File: config.mk
export PLATFORM = sky130hd
export DESIGN_NAME = jtag_flash_data_address_port
export DESIGN_NICKNAME = d
export VERILOG_FILES = /design/src/jtag_edge_sync.v /design/src/jtag_flash_data_address_port.v
export VERILOG_INCLUDE_DIRS = /design/src
export SDC_FILE = /design/constraint.sdc
export NUM_CORES = 1
export LEC_CHECK = 0
export ABC_AREA = 0
export BUFFER_PORTS_ARGS = -buffer_cell sky130_fd_sc_hd__buf_4
export CAP_MARGIN = 20
export CELL_PAD_IN_SITES_DETAIL_PLACEMENT = 1
export CELL_PAD_IN_SITES_GLOBAL_PLACEMENT = 2
export CORE_UTILIZATION = 39
export CTS_BUF_LIST = sky130_fd_sc_hd__clkbuf_8
export DETAILED_ROUTE_END_ITERATION = 6
export PLACE_DENSITY = 0.87
export SYNTH_ARGS = -nofsm -noshare
export SYNTH_HDL_FRONTEND = slang
export SYNTH_HIERARCHICAL = 1
export SYNTH_SLANG_ARGS = --single-unit
File: constraint.sdc
create_clock -name clk -period 3.2 [get_ports clk]
set_input_delay 0.48 -clock clk [delete_from_list [all_inputs] [get_ports clk]]
set_output_delay 0.48 -clock clk [all_outputs]
set_load 0.005 [all_outputs]
File: src/jtag_flash_defines.vh
// constants for the jtag flash data and address port
`ifndef JTAG_FLASH_DEFINES_VH
`define JTAG_FLASH_DEFINES_VH
// data window layout
`define DW_WIDTH        10
`define DW_RESET        10'h000
`define DW_DATA_MSB     9
`define DW_DATA_LSB     2
`define DW_FAIL_BIT     1
`define DW_BUSY_BIT     0
// address pointer
`define AP_WIDTH        16
`define AP_RESET        16'h0000
// jtag data register select codes on the dr_select input
`define SEL_NONE        2'h0
`define SEL_DATA        2'h1
`define SEL_ADDR        2'h2
// write modes
`define WM_STORE        3'h0
`define WM_WRITE        3'h1
`define WM_ERASE        3'h2
// read modes
`define RM_PLAIN        4'h0
`define RM_BLOCK        4'h1
`define RM_SINGLE       4'h2
// erase key byte
`define ERASE_KEY       8'hA5
`endif

File: src/jtag_edge_sync.v
// two-flop synchroniser with rise and fall detection
`timescale 1ns/1ps
module jtag_edge_sync
(
   input  wire clk,
   input  wire rst_n,
   input  wire async_in,
   output wire level,
   output wire rise,
   output wire fall
);
   reg stage1; // first flop, read only by stage2
   reg stage2; // synchronised level
   reg stage3; // delayed copy for edges
   // ****************************************
   // synchroniser chain
   // ****************************************
   always @(posedge clk or negedge rst_n)
   begin
      if (!rst_n)
      begin
         stage1 <= 1'b0;
         stage2 <= 1'b0;
         stage3 <= 1'b0;
      end
      else
      begin
         stage1 <= async_in;
         stage2 <= stage1;
         stage3 <= stage2;
      end
   end
   assign level = stage2;
   assign rise  = stage2 & ~stage3;
   assign fall  = ~stage2 & stage3;
endmodule

File: src/jtag_flash_data_address_port.v
// jtag flash data window and address pointer with flash sequencer
`timescale 1ns/1ps
`include "jtag_flash_defines.vh"
module jtag_flash_data_address_port
#(
   parameter DW = `DW_WIDTH,
   parameter AW = `AP_WIDTH
)
(
   input  wire          clk,
   input  wire          resetn,
   input  wire          tck,
   input  wire          tdi,
   output wire          tdo,
   input  wire          capture_dr,
   input  wire          shift_dr,
   input  wire          update_dr,
   input  wire [1:0]    dr_select,
   input  wire [2:0]    write_mode,
   input  wire [3:0]    read_mode,
   input  wire          scratch_select,
   output reg           flash_req,
   output reg           flash_write,
   output reg           flash_erase,
   output reg           flash_scratch,
   output reg  [AW-1:0] flash_addr,
   output reg  [7:0]    flash_wdata,
   input  wire          flash_done,
   input  wire          flash_fail,
   input  wire [7:0]    flash_rdata
);
   // ****************************************
   // reset release
   // ****************************************
   reg rst_s1; // first reset flop
   reg rst_n;  // released reset for the design
   always @(posedge clk or negedge resetn)
   begin
      if (!resetn)
      begin
         rst_s1 <= 1'b0;
         rst_n  <= 1'b0;
      end
      else
      begin
         rst_s1 <= 1'b1;
         rst_n  <= rst_s1;
      end
   end

   // ****************************************
   // pin synchronisers
   // ****************************************
   wire tck_rise;   // tck rising edge seen
   wire tck_fall;   // tck falling edge seen
   wire tdi_s;      // synchronised tdi
   wire cap_s;      // synchronised capture state
   wire shf_s;      // synchronised shift state
   wire upd_s;      // synchronised update state
   wire [4:0] raw_in; // pins besides tck
   wire [4:0] lvl_in; // synchronised pins
   assign raw_in = {tdi, capture_dr, shift_dr, update_dr, 1'b0};
   jtag_edge_sync u_tck
   (
      .clk      (clk),
      .rst_n    (rst_n),
      .async_in (tck),
      .level    (),
      .rise     (tck_rise),
      .fall     (tck_fall)
   );
   genvar gi;
   generate
      for (gi = 1; gi < 5; gi = gi + 1)
      begin : g_sync
         jtag_edge_sync u_pin
         (
            .clk      (clk),
            .rst_n    (rst_n),
            .async_in (raw_in[gi]),
            .level    (lvl_in[gi]),
            .rise     (),
            .fall     ()
         );
      end
   endgenerate
   assign lvl_in[0] = 1'b0;
   assign tdi_s = lvl_in[4];
   assign cap_s = lvl_in[3];
   assign shf_s = lvl_in[2];
   assign upd_s = lvl_in[1];

   // ****************************************
   // storage
   // ****************************************
   reg [7:0]    data_byte;  // flash data byte of the window
   reg          fail_flag;  // outcome of previous operation
   reg          busy;       // interface processing a request
   reg [AW-1:0] addr_ptr;   // address pointer
   reg [AW-1:0] shifter;    // jtag shift chain, sized to longer register
   reg          tdo_q;      // tdo driven on falling tck
   reg          upd_d;      // delayed update level
   reg          read_taken; // last read result already shifted out
   reg          inc_pend;   // pointer increments when operation ends
   wire [DW-1:0] window;    // assembled data window
   wire          upd_pulse; // update state entered
   wire          cap_pulse; // capture edge qualified
   wire          is_data;   // data window selected
   assign window    = {data_byte, fail_flag, busy};
   assign upd_pulse = upd_s & ~upd_d & tck_rise;
   assign cap_pulse = cap_s & tck_rise;
   assign is_data   = (dr_select == `SEL_DATA);
   assign tdo       = tdo_q;

   // shift length per selected register
   function [4:0] chain_len;
      input [1:0] sel;
      begin
         chain_len = (sel == `SEL_ADDR) ? 5'h10 : 5'h0A;
      end
   endfunction

   // ****************************************
   // jtag shift chain
   // ****************************************
   always @(posedge clk or negedge rst_n)
   begin
      if (!rst_n)
      begin
         shifter <= {AW{1'b0}};
         tdo_q   <= 1'b0;
         upd_d   <= 1'b0;
      end
      else
      begin
         if (tck_rise)
            upd_d <= upd_s;
         if (cap_pulse)
         begin
            // capture loads the selected register, lsb first out
            if (is_data)
               shifter <= {{(AW-DW){1'b0}}, window};
            else
               shifter <= addr_ptr;
         end
         else if (shf_s & tck_rise)
         begin
            // shift in at the top of the selected length
            if (chain_len(dr_select) == 5'h10)
               shifter <= {tdi_s, shifter[AW-1:1]};
            else
               shifter <= {{(AW-DW){1'b0}}, tdi_s, shifter[DW-1:1]};
         end
         if (tck_fall)
            tdo_q <= shifter[0];
      end
   end

   // ****************************************
   // flash sequencer and registers
   // ****************************************
   always @(posedge clk or negedge rst_n)
   begin
      if (!rst_n)
      begin
         data_byte     <= 8'h00;
         fail_flag     <= 1'b0;
         busy          <= 1'b0;
         addr_ptr      <= `AP_RESET;
         read_taken    <= 1'b1;
         inc_pend      <= 1'b0;
         flash_req     <= 1'b0;
         flash_write   <= 1'b0;
         flash_erase   <= 1'b0;
         flash_scratch <= 1'b0;
         flash_addr    <= {AW{1'b0}};
         flash_wdata   <= 8'h00;
      end
      else
      begin
         flash_req <= 1'b0;
         if (busy & flash_done)
         begin
            busy      <= 1'b0;
            fail_flag <= flash_fail;
            if (!flash_write & !flash_erase)
            begin
               data_byte  <= flash_rdata;
               read_taken <= 1'b0;
            end
            if (inc_pend)
               addr_ptr <= addr_ptr + {{(AW-1){1'b0}}, 1'b1};
            inc_pend <= 1'b0;
         end
         if (cap_pulse & is_data & !busy)
            read_taken <= 1'b1;
         if (upd_pulse & (dr_select == `SEL_ADDR))
            addr_ptr <= shifter;
         else if (upd_pulse & is_data & !busy)
         begin
            // a write replaces the byte and may start an operation
            data_byte <= shifter[`DW_DATA_MSB:`DW_DATA_LSB];
            if ((write_mode == `WM_ERASE)
                & (shifter[`DW_DATA_MSB:`DW_DATA_LSB] != `ERASE_KEY))
            begin
               // wrong key: flash outputs keep standing, failure shows at once
               fail_flag <= 1'b1;
            end
            else if (write_mode == `WM_WRITE | write_mode == `WM_ERASE)
            begin
               // launch write or keyed erase at the pointer
               busy          <= 1'b1;
               flash_req     <= 1'b1;
               flash_write   <= (write_mode == `WM_WRITE);
               flash_erase   <= (write_mode == `WM_ERASE);
               flash_scratch <= scratch_select;
               flash_addr    <= addr_ptr;
               flash_wdata   <= shifter[`DW_DATA_MSB:`DW_DATA_LSB];
               inc_pend      <= (write_mode == `WM_WRITE);
            end
         end
         else if (cap_pulse & is_data & !busy)
         begin
            // a read may launch the next flash read
            if (read_mode == `RM_BLOCK | (read_mode == `RM_SINGLE & read_taken))
            begin
               busy          <= 1'b1;
               flash_req     <= 1'b1;
               flash_write   <= 1'b0;
               flash_erase   <= 1'b0;
               flash_scratch <= scratch_select;
               flash_addr    <= addr_ptr;
               inc_pend      <= 1'b1;
            end
         end
      end
   end
endmodule

==> impl_metrics.json <==
{
  "status": "finished, final reports clean",
  "synth.net_count": 371,
  "r2r_cells": 6,
  "multiInputGateArea_um2": 1670,
  "slew_headroom_pct": 52.1,
  "timing.final.crit_share_pct": 83.0,
  "floorplan.initialDensity_pct": 40.4,
  "cts.path.max_buffers": 2,
  "hold_class": "register to async pin",
  "fill_cells": 1077,
  "drive_above_1_share_pct": 27.7,
  "worstPathMaxFanout": 18,
  "grt.overflow.total": 0,
  "r2r_slack_ns": 0.54,
  "wl_met1_mm": 4.14,
  "dieWidth_um": 103,
  "highest_layer": "met4",
  "ctsResizeCount": 0,
  "routed-wl-met3_um": 280,
  "clk_pin_slew_ns": 0.09,
  "finalHoldViolations": 0,
  "dieHeight_um": 103,
  "post_synth_inst_count": 343,
  "dp_hpwl_mm": 6.12,
  "r2r_start": "u_tck/level$_DFF_PN0_",
  "synth_area_um2": 3950,
  "clock-sinks": 87,
  "cp.required_ns": 3.44,
  "syn_area_per_cell_um2": 11.5,
  "gp_congestion": 0.770,
  "cp.arrival_ns": 2.89,
  "drc": 0,
  "setup_violations": 0,
  "wl_per_cell_um": 16.4,
  "insertion_delay_ns": 0.36,
  "setup_tns_ns": 0,
  "r2r_end": "flash_addr[1]$_DFFE_PN0P_",
  "seq_area_um2": 2180,
  "fmax_mhz": 376,
  "drtIter0Drc": 112,
  "holdWs_ns": 0.179,
  "coreArea_um2": 9770,
  "drt_wl_total_mm": 8.82,
  "criticalPathCategory": "register to register",
  "grt_max_degree": 86,
  "power_density_nw_per_um2": 646,
  "route.met2.wl_mm": 4.29,
  "grt_pass1_wl_mm": 14.9,
  "end_kind": "register",
  "drt-pass1-iter-count": 4,
  "ir_drop_v": 0.000312,
  "min_period_ns": 2.66,
  "cts-root-buf": "clkbuf_8",
  "worst-slew-pin-transition_ns": 0.709,
  "fin_util_pct": 48.6,
  "cts_tree": "done",
  "nets": 428,
  "viasPerCell": 5.16,
  "startpoint_type": "register",
  "maxSlewViolCount": 0,
  "fin_skew_ns": 0.0119,
  "cts_setup_buffers": 0,
  "pin_count": 56,
  "dieArea_um2": 10500,
  "rows": 36,
  "antenna_left": 0,
  "vias": 2770,
  "syn_to_final_growth_pct": 20.3,
  "antenna_found_initial": 0,
  "grt_usage_pct": 18.7,
  "n_antenna_cell": 0,
  "cts_buffers": 9,
  "portBuffers": 55,
  "htreeDepth": 3,
  "rsz0062_at_grt": "no",
  "cap_violations": 0,
  "yosys_warnings": 6,
  "power.leakage_uw": 0.00219,
  "grt_pass1_vias": 2932
}
worst max-delay path by stage:
stage                                      from                   endpoint  cells past startpoint
after floorplan                 rst_n$_DFF_PN0_    addr_ptr[0]$_DFFE_PN0P_                      0
after global placement    u_tck/level$_DFF_PN0_  flash_addr[5]$_DFFE_PN0P_                      6
after detailed placement  u_tck/level$_DFF_PN0_  flash_addr[1]$_DFFE_PN0P_                      6
after CTS                 u_tck/level$_DFF_PN0_  flash_addr[1]$_DFFE_PN0P_                      6
after global routing      u_tck/level$_DFF_PN0_  flash_addr[1]$_DFFE_PN0P_                      6
final                     u_tck/level$_DFF_PN0_  flash_addr[1]$_DFFE_PN0P_                      6
report_power, final:
part,internal [µW],leakage [µW],switching [µW]
Sequential,1340,0.00108,252
Combinational,344,0.000997,223
Clock,514,0.000121,388
Total,2200,0.00219,863
placed cells by master (no fill, tap or decap), types with 5 or more instances in the layout:
cell type,count
a21oi_1,12
a221oi_1,5
and3_1,5
buf_4,60
clkbuf_8,9
dfrtp_1,85
mux2_2,10
mux2_4,17
mux2i_1,21
nand2_1,44
nand2b_1,5
nor2_1,23
o21ai_0,37
xor2_1,11
area by class of cell:
| class | instances | area share (%) |
|---|---|---|
| Inverter | 1 | 0.0791 |
| Multi-Input combinational cell | 239 | 35.2 |
| Tap cell | 133 | 3.50 |
| Clock buffer | 9 | 2.61 |
| Sequential cell | 87 | 46.0 |
| Timing Repair Buffer | 62 | 10.3 |
| Clock inverter | 6 | 2.35 |
metrics by stage:
stage | total power [µW] | std cells | instance area (µm²) | setup slack, ns
after floorplan | 1880 | 343 | 3950 | 0.599
after global placement | 2150 | 520 | 4480 | 0.735
after detailed placement | 2190 | 520 | 4480 | 0.534
after CTS | 3100 | 536 | 4720 | 0.478
after global routing | 3260 | 537 | 4750 | 0.303
final | 3070 | 537 | 4750 | 0.543
registers in the layout, summed over array words and instances, names as in the netlist, 4 cells and up:
register,flops
data_byte,8
g_sync.u_pin/stage1,4
flash_addr,16
addr_ptr,16
g_sync.u_pin/level,4
flash_wdata,8
shifter,16
timing repair:
item                                   4_1_cts  5_1_grt
setup endpoints to repair                    0        0
endpoints found under the hold margin        2        0
hold buffers                                 1        0
routing by layer:
layer  track usage [%]  vias up
met2              29.9       55
met4              6.70        0
li1                  -     1310
met1              25.3     1393
met3              3.80       12
met5                 0        -
critical path: stages (launching register included):
cell     delay, ns
dfrtp_1       0.38
nor2b_1       0.54
nand2_1       0.21
nor3_1        0.33
a31oi_1       0.29
nor2_8        0.40
mux2_2        0.39
(Power assumes the default switching activity.)
